### src/include/scn_pkg.sv
// Package for the test access port and scan chain selector.
// Assumes one system clock that oversamples the serial test clock.
package scn_pkg;
    localparam int IR_W = 4;
    localparam int CSEL_W = 5;
    localparam int ID_W = 32;
    localparam int SYNC_W = 3;

    localparam logic [3:0] INS_EXTEST = 4'h0;
    localparam logic [3:0] INS_SCAN_SEL = 4'h2;
    localparam logic [3:0] INS_SAMPLE = 4'h3;
    localparam logic [3:0] INS_RESTART = 4'h4;
    localparam logic [3:0] INS_CLAMP = 4'h5;
    localparam logic [3:0] INS_HIGHZ = 4'h7;
    localparam logic [3:0] INS_CLAMP_DIS = 4'h9;
    localparam logic [3:0] INS_INTEST = 4'hC;
    localparam logic [3:0] INS_IDCODE = 4'hE;
    localparam logic [3:0] INS_BYPASS = 4'hF;

    localparam logic [3:0] IR_CAPTURE = 4'h1;
    localparam logic [4:0] CSEL_CAPTURE = 5'h10;
    localparam logic [4:0] CSEL_RESET = 5'h03;
    localparam logic [4:0] CHAIN_CORE0 = 5'h00;
    localparam logic [4:0] CHAIN_FIRST_EXT = 5'h10;
    // Chains wired inside the core; the rest are boundary or external
    localparam logic [31:0] CHAIN_INTERNAL_MAP = 32'h0000_8037;

    // Sync reset values: tck, tms, tdi
    localparam logic [2:0] SYNC_RST = 3'h2;

    localparam logic [3:0] SN_TLR = 4'hF;
    localparam logic [3:0] SN_RTI = 4'hC;
    localparam logic [3:0] SN_SEL_DR = 4'h7;
    localparam logic [3:0] SN_CAP_DR = 4'h6;
    localparam logic [3:0] SN_SH_DR = 4'h2;
    localparam logic [3:0] SN_EX1_DR = 4'h1;
    localparam logic [3:0] SN_PA_DR = 4'h3;
    localparam logic [3:0] SN_EX2_DR = 4'h0;
    localparam logic [3:0] SN_UPD_DR = 4'h5;
    localparam logic [3:0] SN_SEL_IR = 4'h4;
    localparam logic [3:0] SN_CAP_IR = 4'hE;
    localparam logic [3:0] SN_SH_IR = 4'hA;
    localparam logic [3:0] SN_EX1_IR = 4'h9;
    localparam logic [3:0] SN_PA_IR = 4'hB;
    localparam logic [3:0] SN_EX2_IR = 4'h8;
    localparam logic [3:0] SN_UPD_IR = 4'hD;

    typedef enum logic [15:0] {
        ST_TLR = 16'h0001,
        ST_RTI = 16'h0002,
        ST_SEL_DR = 16'h0004,
        ST_CAP_DR = 16'h0008,
        ST_SH_DR = 16'h0010,
        ST_EX1_DR = 16'h0020,
        ST_PA_DR = 16'h0040,
        ST_EX2_DR = 16'h0080,
        ST_UPD_DR = 16'h0100,
        ST_SEL_IR = 16'h0200,
        ST_CAP_IR = 16'h0400,
        ST_SH_IR = 16'h0800,
        ST_EX1_IR = 16'h1000,
        ST_PA_IR = 16'h2000,
        ST_EX2_IR = 16'h4000,
        ST_UPD_IR = 16'h8000
    } scn_state_e;

    typedef enum logic [1:0] {
        OP_CAPTURE = 2'h0,
        OP_SHIFT = 2'h1,
        OP_UPDATE = 2'h2
    } scn_op_e;

    // One step sent to the selected chain
    typedef struct packed {
        logic [4:0] chain;
        scn_op_e op;
        logic tdi;
    } scn_op_s;
endpackage

### src/rtl/scn_tap_ctrl.sv
// Test access port controller with instruction and chain select registers.
// Assumes tck_i is far slower than ref_clk_i and chain_tdo_i is local.
// Contract
// RULE1 - Up to 32 chains are addressed by number; 0 to 15 belong to the core.
// RULE2 - Chains 0,1,2,4,5,15 are internal; chain 3 is the optional boundary chain.
// RULE3 - Chains 16-31 may be external; a 5-bit output names the chain accessed.
// RULE4 - Current TAP state number is shown on a 4-bit output.
// RULE5 - Test reset low resets the port with no test clock edges needed.
// RULE6 - On test reset all boundary cells go to system mode.
// RULE7 - On test reset the identification instruction becomes current.
// RULE8 - Instruction register is 4 bits, no parity, captures 0001.
// RULE9 - Instruction codes decode to the ten listed functions.
// RULE10 - Far side never issues EXTEST, HIGHZ or clamp disable on chains 0-15.
// RULE11 - TDI and TMS sampled on test clock rise; TDO changes after its fall.
// RULE12 - EXTEST puts selected chain in test mode; shifted data drives system.
// RULE13 - Chain select puts a 5-bit register on the path, capturing 10000.
// RULE14 - Update-DR under chain select makes the shifted chain the path.
// RULE15 - After test reset chain 3 is selected.
// RULE16 - INTEST puts selected chain in test mode and captures core outputs.
// RULE17 - IDCODE puts the 32-bit identification register on the path.
// RULE18 - IDCODE captures the code, shifts it out, ignores Update-DR.
// RULE19 - Undefined codes act as BYPASS: one bit, captures 0, no update.
// RULE20 - Restart acts as BYPASS and leaves debug on entering Run-Test/Idle.
// RULE21 - Identification capture loads 32 bits from a dedicated input bus.
// RULE22 - Standard sixteen-state TAP, TMS-driven, async reset on test reset.
module scn_tap_ctrl
(
    input wire logic ref_clk_i,
    input wire logic nrst_i,
    input wire logic test_reset_n_i,
    input wire logic tck_i,
    input wire logic tms_i,
    input wire logic tdi_i,
    input wire logic [scn_pkg::ID_W-1:0] id_code_input_bus_i,
    input wire logic chain_tdo_i,
    input wire logic chain_ready_i,
    output scn_pkg::scn_op_s chain_op_o,
    output logic chain_valid_o,
    output logic tdo_o,
    output logic tdo_oe_n_o,
    output logic [3:0] tap_state_output_o,
    output logic [scn_pkg::CSEL_W-1:0] external_chain_number_o,
    output logic chain_internal_o,
    output logic scan_test_mode_o,
    output logic clamp_o,
    output logic highz_o,
    output logic clamp_disable_instruction_o,
    output logic restart_o
);
    import scn_pkg::*;

    function automatic scn_state_e next_state(input scn_state_e s, input logic tms);
        case (s)
            ST_TLR: next_state = tms ? ST_TLR : ST_RTI;
            ST_RTI: next_state = tms ? ST_SEL_DR : ST_RTI;
            ST_SEL_DR: next_state = tms ? ST_SEL_IR : ST_CAP_DR;
            ST_CAP_DR: next_state = tms ? ST_EX1_DR : ST_SH_DR;
            ST_SH_DR: next_state = tms ? ST_EX1_DR : ST_SH_DR;
            ST_EX1_DR: next_state = tms ? ST_UPD_DR : ST_PA_DR;
            ST_PA_DR: next_state = tms ? ST_EX2_DR : ST_PA_DR;
            ST_EX2_DR: next_state = tms ? ST_UPD_DR : ST_SH_DR;
            ST_UPD_DR: next_state = tms ? ST_SEL_DR : ST_RTI;
            ST_SEL_IR: next_state = tms ? ST_TLR : ST_CAP_IR;
            ST_CAP_IR: next_state = tms ? ST_EX1_IR : ST_SH_IR;
            ST_SH_IR: next_state = tms ? ST_EX1_IR : ST_SH_IR;
            ST_EX1_IR: next_state = tms ? ST_UPD_IR : ST_PA_IR;
            ST_PA_IR: next_state = tms ? ST_EX2_IR : ST_PA_IR;
            ST_EX2_IR: next_state = tms ? ST_UPD_IR : ST_SH_IR;
            ST_UPD_IR: next_state = tms ? ST_SEL_DR : ST_RTI;
            default: next_state = ST_TLR;
        endcase
    endfunction

    function automatic logic [3:0] state_num(input scn_state_e s);
        case (s)
            ST_TLR: state_num = SN_TLR;
            ST_RTI: state_num = SN_RTI;
            ST_SEL_DR: state_num = SN_SEL_DR;
            ST_CAP_DR: state_num = SN_CAP_DR;
            ST_SH_DR: state_num = SN_SH_DR;
            ST_EX1_DR: state_num = SN_EX1_DR;
            ST_PA_DR: state_num = SN_PA_DR;
            ST_EX2_DR: state_num = SN_EX2_DR;
            ST_UPD_DR: state_num = SN_UPD_DR;
            ST_SEL_IR: state_num = SN_SEL_IR;
            ST_CAP_IR: state_num = SN_CAP_IR;
            ST_SH_IR: state_num = SN_SH_IR;
            ST_EX1_IR: state_num = SN_EX1_IR;
            ST_PA_IR: state_num = SN_PA_IR;
            ST_EX2_IR: state_num = SN_EX2_IR;
            ST_UPD_IR: state_num = SN_UPD_IR;
            default: state_num = SN_TLR;
        endcase
    endfunction

    // Unlisted codes fold into bypass
    function automatic logic [3:0] decode(input logic [3:0] ir);
        case (ir)
            INS_EXTEST, INS_SCAN_SEL, INS_SAMPLE, INS_RESTART, INS_CLAMP,
            INS_HIGHZ, INS_CLAMP_DIS, INS_INTEST, INS_IDCODE: decode = ir; // [RULE9]
            default: decode = INS_BYPASS; // [RULE19]
        endcase
    endfunction

    // Test reset acts without the test clock; pin is used as a reset only
    logic tap_rst_n;
    assign tap_rst_n = nrst_i & test_reset_n_i; // [RULE5] [RULE22]

    logic [SYNC_W-1:0] pins_lvl;
    logic tck_s;
    logic tms_s;
    logic tdi_s;
    logic tck_prev_q;
    logic rise_pend_q;
    logic fall_pend_q;
    logic tms_q;
    logic tdi_q;
    logic take;
    logic fall_take;
    logic push_want;
    logic buf_ready;
    scn_op_s push_op;

    scn_state_e state_q;
    scn_state_e state_nx;
    logic [IR_W-1:0] ir_sr_q;
    logic [IR_W-1:0] ir_q;
    logic [3:0] code;
    logic [ID_W-1:0] dr_sr_q;
    logic [CSEL_W-1:0] chain_sel_q;
    logic chain_path;
    logic tdo_q;
    logic tdo_oe_n_q;
    logic restart_q;
    logic [3:0] state_out_q;
    logic test_mode_q;
    logic clamp_q;
    logic highz_q;
    logic clamp_dis_q;

    scn_sync3 u_sync
    (
        .ref_clk_i(ref_clk_i),
        .nrst_i(nrst_i),
        .pin_i({tdi_i, tms_i, tck_i}),
        .level_o(pins_lvl)
    );
    assign tck_s = pins_lvl[0];
    assign tms_s = pins_lvl[1];
    assign tdi_s = pins_lvl[2];

    assign code = decode(ir_q);
    assign chain_path = (code == INS_EXTEST) || (code == INS_INTEST) || (code == INS_SAMPLE); // [RULE12] [RULE16]
    assign push_want = rise_pend_q && chain_path && (state_q inside {ST_CAP_DR, ST_SH_DR, ST_UPD_DR});
    // A full buffer holds the edge pending, so no chain step is lost
    assign take = rise_pend_q && (!push_want || buf_ready);
    assign fall_take = fall_pend_q && !rise_pend_q;
    assign state_nx = next_state(state_q, tms_q);

    // Edge finding; the rise captures TMS and TDI
    always_ff @(posedge ref_clk_i or negedge tap_rst_n)
    begin
        if (!tap_rst_n)
        begin
            tck_prev_q <= 1'b0;
            rise_pend_q <= 1'b0;
            fall_pend_q <= 1'b0;
            tms_q <= 1'b1;
            tdi_q <= 1'b0;
        end
        else
        begin
            tck_prev_q <= tck_s;
            if (tck_s && !tck_prev_q)
            begin
                rise_pend_q <= 1'b1;
                tms_q <= tms_s; // [RULE11]
                tdi_q <= tdi_s; // [RULE11]
            end
            else if (take)
            begin
                rise_pend_q <= 1'b0;
            end
            if (!tck_s && tck_prev_q)
            begin
                fall_pend_q <= 1'b1;
            end
            else if (fall_take)
            begin
                fall_pend_q <= 1'b0;
            end
        end
    end

    always_ff @(posedge ref_clk_i or negedge tap_rst_n)
    begin
        if (!tap_rst_n)
        begin
            state_q <= ST_TLR; // [RULE22]
        end
        else if (take)
        begin
            state_q <= state_nx; // [RULE22]
        end
    end

    // Instruction register, LSB first
    always_ff @(posedge ref_clk_i or negedge tap_rst_n)
    begin
        if (!tap_rst_n)
        begin
            ir_sr_q <= IR_CAPTURE;
            ir_q <= INS_IDCODE; // [RULE7]
        end
        else if (state_q == ST_TLR)
        begin
            ir_q <= INS_IDCODE; // [RULE7]
        end
        else if (take)
        begin
            case (state_q)
                ST_CAP_IR: ir_sr_q <= IR_CAPTURE; // [RULE8]
                ST_SH_IR: ir_sr_q <= {tdi_q, ir_sr_q[IR_W-1:1]}; // [RULE8]
                ST_UPD_IR: ir_q <= ir_sr_q;
                default: ir_sr_q <= ir_sr_q;
            endcase
        end
    end

    // One shared data shift register; length set by the instruction
    always_ff @(posedge ref_clk_i or negedge tap_rst_n)
    begin
        if (!tap_rst_n)
        begin
            dr_sr_q <= '0;
        end
        else if (take && state_q == ST_CAP_DR)
        begin
            case (code)
                INS_IDCODE: dr_sr_q <= id_code_input_bus_i; // [RULE17] [RULE18] [RULE21]
                INS_SCAN_SEL: dr_sr_q <= {27'h0, CSEL_CAPTURE}; // [RULE13]
                default: dr_sr_q <= '0; // [RULE19] [RULE20]
            endcase
        end
        else if (take && state_q == ST_SH_DR)
        begin
            case (code)
                INS_IDCODE: dr_sr_q <= {tdi_q, dr_sr_q[ID_W-1:1]}; // [RULE18]
                INS_SCAN_SEL: dr_sr_q <= {27'h0, tdi_q, dr_sr_q[CSEL_W-1:1]}; // [RULE13]
                default: dr_sr_q <= {31'h0, tdi_q}; // [RULE19]
            endcase
        end
    end

    always_ff @(posedge ref_clk_i or negedge tap_rst_n)
    begin
        if (!tap_rst_n)
        begin
            chain_sel_q <= CSEL_RESET; // [RULE15]
        end
        else if (take && state_q == ST_UPD_DR && code == INS_SCAN_SEL)
        begin
            chain_sel_q <= dr_sr_q[CSEL_W-1:0]; // [RULE14] [RULE1]
        end
    end

    // Chain steps leave through the buffer; EXTEST data waits there until the chain takes it
    always_comb
    begin
        push_op.chain = chain_sel_q;
        push_op.tdi = tdi_q;
        case (state_q)
            ST_CAP_DR: push_op.op = OP_CAPTURE; // [RULE12] [RULE16]
            ST_UPD_DR: push_op.op = OP_UPDATE;
            default: push_op.op = OP_SHIFT; // [RULE12]
        endcase
    end

    scn_buf2 u_buf
    (
        .ref_clk_i(ref_clk_i),
        .rst_n_i(tap_rst_n),
        .in_i(push_op),
        .in_valid_i(push_want && buf_ready),
        .in_ready_o(buf_ready),
        .out_o(chain_op_o),
        .out_valid_o(chain_valid_o),
        .out_ready_i(chain_ready_i)
    );

    // TDO moves only on the falling edge
    always_ff @(posedge ref_clk_i or negedge tap_rst_n)
    begin
        if (!tap_rst_n)
        begin
            tdo_q <= 1'b0;
            tdo_oe_n_q <= 1'b1;
        end
        else if (fall_take)
        begin
            tdo_oe_n_q <= !(state_q == ST_SH_IR || state_q == ST_SH_DR); // [RULE11]
            if (state_q == ST_SH_IR)
            begin
                tdo_q <= ir_sr_q[0]; // [RULE11]
            end
            else if (state_q == ST_SH_DR)
            begin
                tdo_q <= chain_path ? chain_tdo_i : dr_sr_q[0]; // [RULE11] [RULE18]
            end
        end
    end

    always_ff @(posedge ref_clk_i or negedge tap_rst_n)
    begin
        if (!tap_rst_n)
        begin
            restart_q <= 1'b0;
        end
        else
        begin
            restart_q <= take && state_nx == ST_RTI && state_q != ST_RTI && code == INS_RESTART; // [RULE20]
        end
    end

    always_ff @(posedge ref_clk_i or negedge tap_rst_n)
    begin
        if (!tap_rst_n)
        begin
            state_out_q <= SN_TLR;
            test_mode_q <= 1'b0; // [RULE6]
            clamp_q <= 1'b0;
            highz_q <= 1'b0;
            clamp_dis_q <= 1'b0;
        end
        else
        begin
            state_out_q <= state_num(state_q); // [RULE4]
            test_mode_q <= (code == INS_EXTEST) || (code == INS_INTEST); // [RULE6] [RULE12] [RULE16]
            clamp_q <= (code == INS_CLAMP);
            highz_q <= (code == INS_HIGHZ) && (chain_sel_q == CHAIN_CORE0);
            clamp_dis_q <= (code == INS_CLAMP_DIS) && (chain_sel_q == CHAIN_CORE0);
        end
    end

    assign tdo_o = tdo_q;
    assign tdo_oe_n_o = tdo_oe_n_q;
    assign tap_state_output_o = state_out_q;
    assign external_chain_number_o = chain_sel_q; // [RULE3]
    assign chain_internal_o = CHAIN_INTERNAL_MAP[chain_sel_q]; // [RULE2] [RULE1]
    assign scan_test_mode_o = test_mode_q;
    assign clamp_o = clamp_q;
    assign highz_o = highz_q;
    assign clamp_disable_instruction_o = clamp_dis_q;
    assign restart_o = restart_q;
endmodule

### src/rtl/scn_sync3.sv
// Three-stage pin synchroniser with agreement filter.
// Inputs are asynchronous pins; output is in the ref_clk_i domain.
module scn_sync3
(
    input wire logic ref_clk_i,
    input wire logic nrst_i,
    input wire logic [scn_pkg::SYNC_W-1:0] pin_i,
    output logic [scn_pkg::SYNC_W-1:0] level_o
);
    import scn_pkg::*;

    genvar g;
    generate
        for (g = 0; g < SYNC_W; g++)
        begin : g_bit
            logic s1_q;
            logic s2_q;
            logic s3_q;
            logic lvl_q;
            always_ff @(posedge ref_clk_i or negedge nrst_i)
            begin
                if (!nrst_i)
                begin
                    s1_q <= SYNC_RST[g];
                    s2_q <= SYNC_RST[g];
                    s3_q <= SYNC_RST[g];
                    lvl_q <= SYNC_RST[g];
                end
                else
                begin
                    s1_q <= pin_i[g];
                    s2_q <= s1_q;
                    s3_q <= s2_q;
                    // Change counts only once stages two and three agree
                    if (s2_q == s3_q)
                    begin
                        lvl_q <= s3_q;
                    end
                end
            end
            assign level_o[g] = lvl_q;
        end
    endgenerate
endmodule

### src/rtl/scn_buf2.sv
// Two-entry buffer for chain steps, valid/ready on both sides.
// Assumes the sink holds ready as it likes; full stalls the TAP.
module scn_buf2
(
    input wire logic ref_clk_i,
    input wire logic rst_n_i,
    input wire scn_pkg::scn_op_s in_i,
    input wire logic in_valid_i,
    output logic in_ready_o,
    output scn_pkg::scn_op_s out_o,
    output logic out_valid_o,
    input wire logic out_ready_i
);
    import scn_pkg::*;

    scn_op_s mem_q [2];
    logic wr_q;
    logic rd_q;
    logic [1:0] cnt_q;
    logic push;
    logic pop;

    assign in_ready_o = (cnt_q != 2'h2);
    assign out_valid_o = (cnt_q != 2'h0);
    assign push = in_valid_i & in_ready_o;
    assign pop = out_valid_o & out_ready_i;
    assign out_o = mem_q[rd_q];

    always_ff @(posedge ref_clk_i or negedge rst_n_i)
    begin
        if (!rst_n_i)
        begin
            wr_q <= 1'b0;
            rd_q <= 1'b0;
            cnt_q <= 2'h0;
        end
        else
        begin
            if (push)
            begin
                wr_q <= ~wr_q;
            end
            if (pop)
            begin
                rd_q <= ~rd_q;
            end
            cnt_q <= cnt_q + {1'b0, push} - {1'b0, pop};
        end
    end

    always_ff @(posedge ref_clk_i)
    begin
        if (push)
        begin
            mem_q[wr_q] <= in_i;
        end
    end
endmodule

### config.mk
export PLATFORM = sky130hd
export DESIGN_NAME = scn_tap_ctrl
export DESIGN_NICKNAME = d
export VERILOG_FILES = /design/src/include/scn_pkg.sv /design/src/rtl/scn_tap_ctrl.sv /design/src/rtl/scn_sync3.sv /design/src/rtl/scn_buf2.sv
export SDC_FILE = /design/constraint.sdc
export NUM_CORES = 1
export LEC_CHECK = 0
export BUFFER_PORTS_ARGS = -buffer_cell sky130_fd_sc_hd__buf_2
export CORE_MARGIN = 5
export CORE_UTILIZATION = 50
export CTS_CLUSTER_DIAMETER = 40
export DETAILED_ROUTE_END_ITERATION = 12
export PLACE_DENSITY = 0.73
export REMOVE_ABC_BUFFERS = 1
export SLEW_MARGIN = 20
export SYNTH_ARGS = -nofsm -noshare
export SYNTH_HDL_FRONTEND = slang
export SYNTH_HIERARCHICAL = 1
export SYNTH_SLANG_ARGS = --single-unit
export TNS_END_PERCENT = 100
### constraint.sdc
create_clock -name ref_clk_i -period 2.6 [get_ports ref_clk_i]
set_clock_uncertainty 0.2 [all_clocks]
set_input_delay 0.13 -clock ref_clk_i [delete_from_list [all_inputs] [get_ports ref_clk_i]]
set_output_delay 0.13 -clock ref_clk_i [all_outputs]
set_load 0.1 [all_outputs]
**After elaboration in Yosys (flattened, before gate mapping)**

Memory sizes are Yosys's and may differ from the RTL's.
Cells that the tools add are included.

- Divide/modulo/power cells: 0
- Muxes and demuxes: 34
- Reduce and logical (&&, ||, !) cells: 44
- Multiply operators: 0
- Equal/unequal tests: 38
- $lt $le $gt $ge: 1
- Shift-type cells: 0
- Bitwise operators: 6
- Add/sub/neg operators: 2

Operators with widths:

| operator | number |
|---|---|
| one-hot mux 16 bit (12 select lines) | 1 |
| one-hot mux 32 bit (2 select lines) | 2 |
| 2-to-1 mux 32 bit | 2 |
| one-hot mux 4 bit (15 select lines) | 1 |
| == test 16 x 2 -> 1 bit (second input constant) | 2 |
| 2-to-1 mux 16 bit | 2 |
| == test 4 x 3 -> 1 bit (second input constant) | 6 |
| == test 4 bit (second input constant) | 6 |
| 2-to-1 mux 9 bit | 2 |
| == test 16 x 1 -> 1 bit (second input constant) | 1 |
| == test 16 x 10 -> 1 bit (second input constant) | 1 |
| == test 16 x 11 -> 1 bit (second input constant) | 1 |
| == test 16 x 12 -> 1 bit (second input constant) | 1 |
| == test 16 x 13 -> 1 bit (second input constant) | 1 |
| == test 16 x 14 -> 1 bit (second input constant) | 1 |
| == test 16 x 15 -> 1 bit (second input constant) | 1 |
| == test 16 bit (second input constant) | 1 |
| == test 16 x 3 -> 1 bit (second input constant) | 1 |
| == test 16 x 4 -> 1 bit (second input constant) | 1 |
| == test 16 x 5 -> 1 bit (second input constant) | 1 |
| == test 16 x 6 -> 1 bit (second input constant) | 1 |
| == test 16 x 7 -> 1 bit (second input constant) | 1 |
| == test 16 x 8 -> 1 bit (second input constant) | 1 |
| == test 16 x 9 -> 1 bit (second input constant) | 1 |
| 33 further kinds | 86 |

- Bits in read-only memories: 32
- Word-level logic and storage cells: 160
- Bits in writable memories: 16
- Register bits after elaboration: 93
- Output and inout bits: 26
- Input port bits: 40
- Bits in latches: 0
- Memories: 2

Memories:

| name | words | width | rd ports | clocked after memory_dff | write ports | RTL line | text |
|---|---|---|---|---|---|---|---|
| (name not given) | 32 | 1 | 1 | 0 | 0 | scn_tap_ctrl.sv:349 | `assign chain_internal_o = CHAIN_INTERNAL_MAP[chain_sel_q];` |
| u_buf.mem_q | 2 | 8 | 1 | 0 | 1 | scn_buf2.sv:16 | `scn_op_s mem_q [2];` |

**Depth between registers and ports, before layout**

Gate-level depths: netlist of the first run.

- Word-level depth: 14
- Mapped depth: 13
- Gate-level depth less buffers: 12

**Hierarchy**

The synthesis of the first run kept the hierarchy.

Modules (own cells, without submodules):

| module | seq. area each (µm²) | cells each | times used | area each (µm²) |
|---|---|---|---|---|
| scn_tap_ctrl | 1943.1 | 429 | 1 | 4067.7 |
| scn_buf2 | 580.6 | 42 | 1 | 774.5 |
| scn_sync3 | 305.3 | 18 | 1 | 361.6 |

**Worst setup path before layout of the first run**

OpenSTA, ideal clock, no wires.

- Path type: register to output
- Start point: register chain_sel_q[0], in the netlist external_chain_number_o[0]
- End point: output port chain_internal_o
- Arrival: 2.893 ns
- Stages on the path, launching flop included: 3
- Slack: -0.623 ns
- Data required time: 2.270 ns
- Path buffers: 0
- Cells stage by stage: dfstp_2 nand3_1 a211oi_1

- Longest elaborated chain between the ends: 2

Ends and longest elaborated chain:

| item | RTL line | text |
|---|---|---|
| from (decl) | scn_tap_ctrl.sv:130 | `logic [CSEL_W-1:0] chain_sel_q;` |
| from (signal assigned) | scn_tap_ctrl.sv:263 | `chain_sel_q <= dr_sr_q[CSEL_W-1:0];` |
| memory read (32 x 1 bit) | - |  |
| 2-to-1 mux 1 bit (implied by the code) | scn_tap_ctrl.sv:349 |  |
| to (decl) | scn_tap_ctrl.sv:43 | `output logic chain_internal_o,` |

Every way passes these cells. The select of a mux whose other input is x is not followed.

**Worst setup path in the final report of the first run**

- Start point: register state_q[1]
- End point: register chain_sel_q[4], in the netlist external_chain_number_o[4]

- Longest elaborated chain between the ends: 8
- Elaborated cells between the ends (all ways): 10
- Classes of those cells: 3 x eq/ne; 7 x reduce/logical

Ends and longest elaborated chain:

| item | RTL line | text |
|---|---|---|
| from (decl) | scn_tap_ctrl.sv:124 | `scn_state_e state_q;` |
| from (signal assigned) | scn_tap_ctrl.sv:203 | `state_q <= state_nx;` |
| == test 16 x 4 -> 1 bit (tied with other cells) | scn_tap_ctrl.sv:154 | `assign push_want = rise_pend_q && chain_path && (state_q inside {ST_CAP_DR, ST_SH_DR, ST_UPD_DR});` |
| nonzero test 3 bit | scn_tap_ctrl.sv:154 |  |
| logical AND 1 bit | scn_tap_ctrl.sv:154 |  |
| logical NOT 1 bit | scn_tap_ctrl.sv:156 | `assign take = rise_pend_q && (!push_want \|\| buf_ready);` |
| logical OR 1 bit | scn_tap_ctrl.sv:156 |  |
| logical AND 1 bit | scn_tap_ctrl.sv:156 |  |
| logical AND 1 bit * (2 in a row) | scn_tap_ctrl.sv:261 | `else if (take && state_q == ST_UPD_DR && code == INS_SCAN_SEL)` |

Mark *: on every way between the ends. The rest lies on a longest branch, timed or not.
A chain may end at the register's enable or synchronous reset.

==> results of run 1 <==
worst reg2reg max path: stages, from the launching register on:
cell and delay, ns:
sky130_fd_sc_hd__dfrtp_2 0.46, sky130_fd_sc_hd__nor4_4 0.28, sky130_fd_sc_hd__buf_4 0.17, sky130_fd_sc_hd__nand3_4 0.06
sky130_fd_sc_hd__or2_4 0.27, sky130_fd_sc_hd__buf_4 0.14, sky130_fd_sc_hd__buf_6 0.11, sky130_fd_sc_hd__or4_4 0.57
sky130_fd_sc_hd__mux2_4 0.32
per-layer routing:
| metal | up-vias | share of wire [%] | track usage (%) |
|---|---|---|---|
| met5 | - | 0 | 0 |
| met3 | 30 | 5.1 | 3.342 |
| met1 | 2060 | 43 | 26.73 |
| li1 | 2046 | - | - |
| met2 | 128 | 49 | 33.77 |
| met4 | 0 | 2.8 | 8.574 |
synth_stat cells (3+ instances only):
cell type	count	area [um^2]
sky130_fd_sc_hd__or2_2	4	25.02
sky130_fd_sc_hd__o31ai_1	6	45.04
sky130_fd_sc_hd__mux2_4	5	75.07
sky130_fd_sc_hd__dfstp_2	17	446.7
sky130_fd_sc_hd__mux2_1	8	90.09
sky130_fd_sc_hd__nand2_1	81	304.0
sky130_fd_sc_hd__nor3_1	11	55.05
sky130_fd_sc_hd__a21oi_1	13	65.06
sky130_fd_sc_hd__and3_1	5	31.28
sky130_fd_sc_hd__nor2_1	21	78.83
sky130_fd_sc_hd__o21ai_1	9	45.04
sky130_fd_sc_hd__xnor2_1	8	70.07
sky130_fd_sc_hd__or4b_2	4	40.04
sky130_fd_sc_hd__buf_2	7	35.03
sky130_fd_sc_hd__o41ai_1	5	43.79
sky130_fd_sc_hd__buf_4	11	82.58
sky130_fd_sc_hd__maj3_2	3	33.78
sky130_fd_sc_hd__edfxtp_1	16	480.5
sky130_fd_sc_hd__dfrtp_1	76	1902
sky130_fd_sc_hd__a31oi_1	3	18.77
sky130_fd_sc_hd__nand2b_1	7	43.79
sky130_fd_sc_hd__or3_1	3	18.77
sky130_fd_sc_hd__clkbuf_1	15	56.30
sky130_fd_sc_hd__mux2i_1	30	300.3
sky130_fd_sc_hd__nor2b_1	4	25.02
sky130_fd_sc_hd__xor2_1	3	26.28
sky130_fd_sc_hd__nor4_1	3	18.77
sky130_fd_sc_hd__nor4b_1	7	61.31
sky130_fd_sc_hd__inv_1	7	26.28
sky130_fd_sc_hd__o22ai_1	4	25.02
sky130_fd_sc_hd__o21ai_0	36	180.2
sky130_fd_sc_hd__or4_1	8	60.06
sky130_fd_sc_hd__nand3_1	15	75.07
per-stage QoR:
stage	total power [W]	hold slack (ns)	utilization [%]	setup slack, ns
2_1_floorplan	0.003196	-0.3656	-	-1.143
3_3_place_gp	0.003582	-0.1858	59.35	-0.2170
3_5_place_dp	0.003616	-0.1798	59.35	-0.2664
4_1_cts	0.004670	0.03104	65.76	-0.07885
5_1_grt	0.004968	0.02572	67.58	-0.1704
6_report	0.004736	0.03510	67.58	-0.07919
how the worst max path moves through the flow:
stage	end	cells after the start	slack [ns]	startpoint
2_1_floorplan	chain_internal_o	2	-1.14	external_chain_number_o[2]$_DFFE_PN0P_
3_3_place_gp	u_buf/cnt_q[1]$_DFF_PN0_	11	-0.22	state_q[9]$_DFFE_PN0N_
3_5_place_dp	u_buf/cnt_q[1]$_DFF_PN0_	11	-0.27	state_q[9]$_DFFE_PN0N_
4_1_cts	u_buf/cnt_q[1]$_DFF_PN0_	13	-0.08	state_q[3]$_DFFE_PN0N_
5_1_grt	u_buf/cnt_q[1]$_DFF_PN0_	13	-0.17	state_q[1]$_DFFE_PN0N_
6_report	external_chain_number_o[4]$_DFFE_PN0P_	8	-0.08	state_q[1]$_DFFE_PN0N_
cells in the final DEF (no fill, tap or decap), types with 4 or more instances in the layout:
cell type,count
sky130_fd_sc_hd__nand2_1,80
sky130_fd_sc_hd__dfrtp_1,74
sky130_fd_sc_hd__buf_4,68
sky130_fd_sc_hd__buf_2,65
sky130_fd_sc_hd__dlygate4sd3_1,38
sky130_fd_sc_hd__o21ai_0,36
sky130_fd_sc_hd__mux2i_1,30
sky130_fd_sc_hd__nor2_1,19
sky130_fd_sc_hd__dfstp_2,17
sky130_fd_sc_hd__edfxtp_1,16
sky130_fd_sc_hd__nand3_1,15
sky130_fd_sc_hd__a21oi_1,12
sky130_fd_sc_hd__o21ai_1,9
sky130_fd_sc_hd__clkbuf_8,9
sky130_fd_sc_hd__nor3_1,8
sky130_fd_sc_hd__mux2_1,8
sky130_fd_sc_hd__xnor2_1,7
sky130_fd_sc_hd__nand2b_1,7
sky130_fd_sc_hd__nor4b_1,6
sky130_fd_sc_hd__o31ai_1,6
sky130_fd_sc_hd__or4_4,5
sky130_fd_sc_hd__inv_1,5
sky130_fd_sc_hd__mux2_4,5
sky130_fd_sc_hd__buf_12,5
sky130_fd_sc_hd__buf_6,5
sky130_fd_sc_hd__nor4_2,4
sky130_fd_sc_hd__o22ai_1,4
sky130_fd_sc_hd__nor2b_1,4
sky130_fd_sc_hd__or2_2,4
kinds of logic after synthesis:
| logic type | Yosys count |
|---|---|
| AOI/OAI and AO/OA | 90 |
| xor gates and xnor gates | 11 |
| adders and majority gates | 5 |
| buffers and inverters | 42 |
| DFF | 109 |
| muxes | 45 |
| and+or+nand+nor | 187 |
timing repair:
action | 4_1_cts | 5_1_grt
gates cloned | 0 | 0
endpoints found under the hold margin | 79 | 0
hold buffers | 38 | 0
pin swaps | 8 | 14
resized for setup | 16 | 26
endpoints found under the setup margin | 26 | 66
buffers inserted | 4 | 7
flip-flops by register name, summed over array words and instances, names as in the netlist, 4 cells and up:
signal,flops
dr_sr_q,32
external_chain_number_o,5
ir_q,4
ir_sr_q,4
state_q,16
tap_state_output_o,4
u_buf/mem_q,16
power groups by stage:
stage                     registers, W  clock network, W  logic (W)
after floorplan                0.00220                 0   0.000994
after global placement         0.00210                 0    0.00149
after detailed placement       0.00211                 0    0.00151
after CTS                      0.00208          0.000982    0.00161
after global routing           0.00212           0.00106    0.00178
final                          0.00209          0.000960    0.00168
layout make-up:
type	instances	area [um^2]
fill	761	3317
multi-input combinational	338	2332
inverter	7	26.28
sequential	109	2831
clock inverter	6	53.80
timing repair buffer	181	1373
tap	136	170.2
clock buffer	10	127.6
==> qor.log, run 1 <==
[run_status] run status finished with violations
[run_status] failing checks setup timing
[setup_path] Worst setup SP type flop
[routing] post-route DRC violation count 0
[power_and_ir_drop] portion of total power attributed to combinational logic 35.5%
[setup_path] critical path start-end classification reg2reg
[logic_synthesis] Post-synth top flop sky130_fd_sc_hd__dfrtp_1
[clocking] later-pin clock latency in the skew report 0.38 ns
[setup_path] longest individual stage delay on the worst path 0.57 ns
[clocking] maximum level of the CTS H-tree 3
[setup_path] Largest delay share family, worst path simple AND/OR/NAND/NOR gates
[power_and_ir_drop] net switching power figure 0.001863 W
[clocking] clock transition time at the flip-flop clock pins of the worst setup and hold paths 0.11 ns
[power_and_ir_drop] clock share of power 20.3%
[floorplanning] Floorplan Core Area 10230 um^2
[min_path] hold depth 4
[timing] smallest setup slack after layout -0.07919 ns
[logic_synthesis] fraction of synthesized area in multiplexers 9.377%
[setup_path] worst setup slack for register-to-register paths -0.08 ns
[floorplanning] DIE WIDTH 112.0 um
[setup_path] buffer and inverter count on the worst path 3
[setup_path] type of element capturing the critical path flop
[timing] share of the clock period used by the worst path after layout 103.0%
[global_route] number of antenna violations at the first check in global routing 0
[place] dpl hpwl 8.760 mm
[routing] drt first pass iters 5
[place] IO Port Bufs 65
[place] final RePlAce weighted congestion 0.9170
[power_and_ir_drop] worst ir drop on vdd 0.6292 mV
[timing] number of endpoints failing setup at the final stage 14
[logic_synthesis] Adder-Cell Fraction of Synth Area 1.130%
[logic_synthesis] xor/xnor cell area share of the yosys netlist 1.851%
[place] placed cell count 722
[floorplanning] total number of placement rows 37
[timing] slew at the pin closest to its max-slew limit 0.4922 ns
[timing] peak clock frequency supported by timing 373.2 MHz
[global_route] wire length of the first global-routing pass 21.00 mm
[timing] setup repair after global routing missed its margin yes
[power_and_ir_drop] power density over the cells 685.0 nW/um^2
[logic_synthesis] portion of the post-synthesis area used by sequential elements 54.36%
[final_layout] Total Nets Final 688
[logic_synthesis] Mean Syn Cell Area 10.64 um^2
[setup_path] most repeated library cell on the critical path sky130_fd_sc_hd__buf_4
[routing] via-per-instance ratio 5.418
[logic_synthesis] Cell variety after synth 58
[final_layout] final antenna diode count 0
[clocking] number of clock sinks 109
[place] cell area reported after detailed placement 6072 um^2
[timing] number of failing hold endpoints at the final stage 0
[global_route] Congestion Overflow GR 0
[logic_synthesis] largest family of logic cells by synthesized area simple AND/OR/NAND/NOR gates
[final_layout] non-filler instance count after layout 787
[logic_synthesis] netlist area before placement 5204 um^2
[timing] Sum Neg Setup Slack -0.5948 ns
[final_layout] layout overhead on the synthesized area 32.87%
[min_path] path class of the lowest-slack min-delay path in2reg
[setup_path] maximum net fanout on the critical path 6
[floorplanning] Die Y-Extent 112.0 um
[logic_synthesis] flip-flop and latch count after synthesis 109
[logic_synthesis] Synthesis Warnings 6
[clocking] TritonCTS Buffers 9
[min_path] source of the worst hold timing path chain_tdo_i
[logic_synthesis] synthesized-area fraction occupied by and/or/nand/nor cells 18.71%
[floorplanning] top-level port count 66
[power_and_ir_drop] standby leakage power 3.168 nW
[run] max-capacitance violation count 0
[global_route] GRT Resource Usage Total 20.38%
[clocking] cell at the root of the clock tree sky130_fd_sc_hd__clkbuf_8
[power_and_ir_drop] power share of the sequential group 44.2%
[setup_path] highest-delay cell along the critical path sky130_fd_sc_hd__or4_4
[setup_path] critical register-to-register path endpoint external_chain_number_o[4]$_DFFE_PN0P_
[power_and_ir_drop] fraction of power spent switching nets 39.35%
[logic_synthesis] async set-or-reset flop fraction in the synthesized netlist 85.32%
[floorplanning] Initial Utilization 50.86%
[routing] number of vias in the routed layout 4264
[final_layout] design area 6914 um^2
[routing] Detail Route Antenna Nets 0
[logic_synthesis] compound-cell area share of the yosys netlist 10.29%
[routing] routed wire length per instance 15.88 um
[timing] Slew headroom 67.41%
[logic_synthesis] Gate Count Post-Synth 489
[setup_path] depth of the worst register-to-register path 8
[routing] Initial DRC Count 283
[timing] shortest clock period the worst path allows after layout 2.679 ns
[floorplanning] die area 12550 um^2
[final_layout] fraction of layout instances using a drive strength above 1 35.48%
[clocking] maximum count of clock buffers along a single path 2
[timing] max-slew violation count 0
[setup_path] Cell Chain, Critical Path nor4_4 -> buf_4 -> nand3_4 -> or2_4 -> buf_4 -> buf_6 -> or4_4 -> mux2_4
[global_route] number of global-route vias before repair 4305
[clocking] TritonCTS clock tree done
[min_path] hold path endpoint tdo_o$_DFFE_PN0P_
[routing] Routed Wire Length 12.50 mm
[global_route] largest net degree at the start of global routing 51
[setup_path] worst r2r src state_q[1]$_DFFE_PN0N_
[setup_path] worst endpoint required time 2.67 ns
[setup_path] data arrival time of the critical path 2.75 ns
[logic_synthesis] count of flip-flops with a built-in enable after synthesis 16
[power_and_ir_drop] internal cell power 0.002872 W
Note: power is estimated with default switching activity, not from simulation.
==> run 2: changes to the inputs <==
--- a/config.mk
+++ b/config.mk
@@ -17,4 +17,4 @@
 export SYNTH_HDL_FRONTEND = slang
 export SYNTH_HIERARCHICAL = 1
 export SYNTH_SLANG_ARGS = --single-unit
-export TNS_END_PERCENT = 100
+export TNS_END_PERCENT = 1
==> run 2 against run 1 <==
The flow still finishes with violations (setup timing). Die area unchanged. Routed wire length down 0.48%. Fmax up 0.63%. First-iteration DRC count up 19%. Sequential power about the same. Global-route usage about the same. Clock power about the same. Core utilization down 0.28 points. Flip-flop and latch count unchanged. Register-to-register slack better by 0.02 ns. Via count down 0.49%. Total power down 0.28%. Critical path type unchanged. Highest routed layer unchanged.
==> qor.log, run 2 (synthesis gave the netlist of run 1 again) <==
[run_status] run status finished with violations [unchanged]
[run_status] failing checks setup timing [unchanged]
[timing] peak clock frequency supported by timing 375.6 MHz [was 373.2 MHz]
[power_and_ir_drop] clock share of power 20.3% [about the same]
[routing] Routed Wire Length 12.44 mm [was 12.50 mm]
[final_layout] Layout Utilization 67.30% [was 67.58%]
[place] dpl hpwl 8.760 mm [unchanged]
[setup_path] maximum net fanout on the critical path 6 [unchanged]
[final_layout] fraction of layout instances using a drive strength above 1 35.45% [was 35.48%]
[setup_path] type of element capturing the critical path flop [unchanged]
[clocking] clock transition time at the flip-flop clock pins of the worst setup and hold paths 0.12 ns [was 0.11 ns]
[run] max-capacitance violation count 0 [unchanged]
[floorplanning] Floorplan Core Area 10230 um^2 [unchanged]
[place] IO Port Bufs 65 [unchanged]
[routing] routed wire length per instance 15.90 um [was 15.88 um]
[floorplanning] total number of placement rows 37 [unchanged]
[setup_path] worst setup slack for register-to-register paths -0.06 ns [was -0.08 ns]
[routing] drt first pass iters 4 [was 5]
[timing] setup repair after global routing missed its margin yes [unchanged]
[global_route] GRT Resource Usage Total 20.41% [was 20.38%]
[floorplanning] Die Y-Extent 112.0 um [unchanged]
[timing] Worst Hold Margin 0.03032 ns [was 0.03510 ns]
[clocking] TritonCTS clock tree done [unchanged]
[routing] via-per-instance ratio 5.426 [was 5.418]
[power_and_ir_drop] standby leakage power 3.152 nW [was 3.168 nW]
[setup_path] worst endpoint required time 2.69 ns [was 2.67 ns]
[place] placed cell count 722 [unchanged]
[setup_path] Largest delay share family, worst path simple AND/OR/NAND/NOR gates [unchanged]
[place] final RePlAce weighted congestion 0.9170 [unchanged]
[final_layout] Total Nets Final 683 [was 688]
[setup_path] Worst setup SP type flop [unchanged]
[power_and_ir_drop] portion of total power attributed to combinational logic 35.3% [was 35.5%]
[timing] smallest setup slack after layout -0.06247 ns [was -0.07919 ns]
[global_route] largest net degree at the start of global routing 51 [unchanged]
[timing] number of endpoints failing setup at the final stage 1 [was 14]
[timing] number of failing hold endpoints at the final stage 0 [unchanged]
[timing] Slew headroom 67.41% [about the same]
[setup_path] critical path start-end classification reg2reg [unchanged]
[setup_path] longest individual stage delay on the worst path 0.46 ns [was 0.57 ns]
[clocking] cell at the root of the clock tree sky130_fd_sc_hd__clkbuf_8 [unchanged]
[clocking] later-pin clock latency in the skew report 0.39 ns [was 0.38 ns]
[setup_path] Cell Chain, Critical Path nor4_4 -> buf_4 -> nand3_4 -> or2_4 -> inv_2 -> o21ba_4 -> and3_4 -> nand2_4 -> ha_4 -> inv_2 -> ha_4 -> xnor2_2 -> xnor2_1 [was nor4_4 -> buf_4 -> nand3_4 -> or2_4 -> buf_4 -> buf_6 -> or4_4 -> mux2_4]
[power_and_ir_drop] net switching power figure 0.001863 W [about the same]
[timing] slew at the pin closest to its max-slew limit 0.4923 ns [was 0.4922 ns]
[power_and_ir_drop] worst ir drop on vdd 0.6294 mV [was 0.6292 mV]
[global_route] Congestion Overflow GR 0 [unchanged]
[clocking] maximum level of the CTS H-tree 3 [unchanged]
[clocking] TritonCTS Buffers 9 [unchanged]
[setup_path] data arrival time of the critical path 2.75 ns [about the same]
[floorplanning] Initial Utilization 50.86% [unchanged]
[final_layout] layout overhead on the synthesized area 32.32% [was 32.87%]
[timing] Sum Neg Setup Slack -0.06247 ns [was -0.5948 ns]
[power_and_ir_drop] internal cell power 0.002859 W [was 0.002872 W]
[floorplanning] DIE WIDTH 112.0 um [unchanged]
[routing] number of vias in the routed layout 4243 [was 4264]
[setup_path] highest-delay cell along the critical path sky130_fd_sc_hd__dfrtp_2 [was sky130_fd_sc_hd__or4_4]
[final_layout] register ranked first by flip-flop count dr_sr_q [unchanged]
[routing] Detail Route Antenna Nets 0 [unchanged]
[place] setup slack at placement -0.2664 ns [unchanged]
[global_route] number of global-route vias before repair 4306 [was 4305]
[final_layout] final antenna diode count 0 [unchanged]
[global_route] number of antenna violations at the first check in global routing 0 [unchanged]
[routing] post-route DRC violation count 0 [unchanged]
[final_layout] Largest register FFs 32 [unchanged]
[final_layout] non-filler instance count after layout 782 [was 787]
[floorplanning] die area 12550 um^2 [unchanged]
[timing] share of the clock period used by the worst path after layout 102.4% [was 103.0%]
[global_route] wire length of the first global-routing pass 21.04 mm [was 21.00 mm]
[power_and_ir_drop] fraction of power spent switching nets 39.46% [was 39.35%]
[min_path] path class of the lowest-slack min-delay path in2reg [unchanged]
[clocking] number of clock sinks 109 [unchanged]
[clocking] maximum count of clock buffers along a single path 2 [unchanged]
[timing] shortest clock period the worst path allows after layout 2.662 ns [was 2.679 ns]
[final_layout] area of all sequential standard cells 2831 um^2 [unchanged]
[power_and_ir_drop] power density over the cells 685.9 nW/um^2 [was 685.0 nW/um^2]
[setup_path] buffer and inverter count on the worst path 3 [unchanged]
[final_layout] biggest regs dr_sr_q x32, state_q x16, u_buf/mem_q x16 [unchanged]
[final_layout] Multi-input gate area 2349 um^2 [was 2332 um^2]
[routing] Initial DRC Count 338 [was 283]
[final_layout] fillcell total 765 [was 761]
[floorplanning] top-level port count 66 [unchanged]
[final_layout] most common cell after layout, fill and taps aside sky130_fd_sc_hd__nand2_1 [unchanged]
[power_and_ir_drop] power share of the sequential group 44.4% [was 44.2%]
[final_layout] commonest non-fill, non-tap cells in the layout 80 x sky130_fd_sc_hd__nand2_1, 74 x sky130_fd_sc_hd__dfrtp_1, 65 x sky130_fd_sc_hd__buf_2, 65 x sky130_fd_sc_hd__buf_4, 38 x sky130_fd_sc_hd__dlygate4sd3_1 [was 80 x sky130_fd_sc_hd__nand2_1, 74 x sky130_fd_sc_hd__dfrtp_1, 68 x sky130_fd_sc_hd__buf_4, 65 x sky130_fd_sc_hd__buf_2, 38 x sky130_fd_sc_hd__dlygate4sd3_1]
[timing] max-slew violation count 0 [unchanged]
run 2: area by class of cell:
| class | instances | area share, % |
|---|---|---|
| Clock inverter | 6 | 0.7814 |
| Inverter | 7 | 0.3816 |
| Clock buffer | 10 | 1.854 |
| Tap cell | 136 | 2.471 |
| Sequential cell | 109 | 41.12 |
| Multi-Input combinational cell | 338 | 34.11 |
| Timing Repair Buffer | 176 | 19.28 |
run 2: per-layer routing:
layer,vias up,track usage (%),share of wire (%)
met5,-,0,0
met4,0,8.574,2.1
met3,21,3.342,5.5
met2,116,33.77,50
met1,2066,26.84,42
li1,2040,-,-
run 2: final timing paths:
check | to | from | depth (start not counted)
min in group asynchronous | u_sync/g_bit[1].lvl_q$_DFFE_PN1N_ | nrst_i | 2
max in group asynchronous | ir_q[1]$_DFFE_PN1P_ | nrst_i | 4
setup reg to reg | u_buf/cnt_q[1]$_DFF_PN0_ | state_q[1]$_DFFE_PN0N_ | 13
hold reg to reg | u_sync/g_bit[1].s2_q$_DFF_PN1_ | u_sync/g_bit[1].s1_q$_DFF_PN1_ | 0
setup / recovery | u_buf/cnt_q[1]$_DFF_PN0_ | state_q[1]$_DFFE_PN0N_ | 13
hold / removal | tdo_o$_DFFE_PN0P_ | chain_tdo_i | 4
run 2: power groups by stage:
stage / Clock, W / Sequential, W / Combinational (W)
after floorplan: 0 / 0.00220 / 0.000994
after global placement: 0 / 0.00210 / 0.00149
after detailed placement: 0 / 0.00211 / 0.00151
after CTS: 0.000982 / 0.00208 / 0.00161
after global routing: 0.00106 / 0.00212 / 0.00177
final: 0.000960 / 0.00210 / 0.00167
run 2: per-stage QoR:
step	instance area [um^2]	total power (W)
after floorplan	5007	0.003196
after global placement	6072	0.003582
after detailed placement	6072	0.003616
after CTS	6724	0.004670
after global routing	6885	0.004956
final	6885	0.004723
run 2: repair_timing:
action | in CTS | in global routing
hold buffers | 38 | 0
setup endpoints to repair | 26 | 73
hold endpoints to repair | 79 | 0
pin swaps | 8 | 11
gates resized for setup | 15 | 28
buffers inserted | 4 | 2
run 2: worst register-to-register path, cell delays in order (launching register included):
cell                      delay [ns]
sky130_fd_sc_hd__dfrtp_2        0.46
sky130_fd_sc_hd__nor4_4         0.28
sky130_fd_sc_hd__buf_4          0.17
sky130_fd_sc_hd__nand3_4        0.06
sky130_fd_sc_hd__or2_4          0.26
sky130_fd_sc_hd__inv_2          0.06
sky130_fd_sc_hd__o21ba_4        0.13
sky130_fd_sc_hd__and3_4         0.20
sky130_fd_sc_hd__nand2_4        0.06
sky130_fd_sc_hd__ha_4           0.27
sky130_fd_sc_hd__inv_2          0.03
sky130_fd_sc_hd__ha_4           0.15
sky130_fd_sc_hd__xnor2_2        0.12
sky130_fd_sc_hd__xnor2_1        0.12
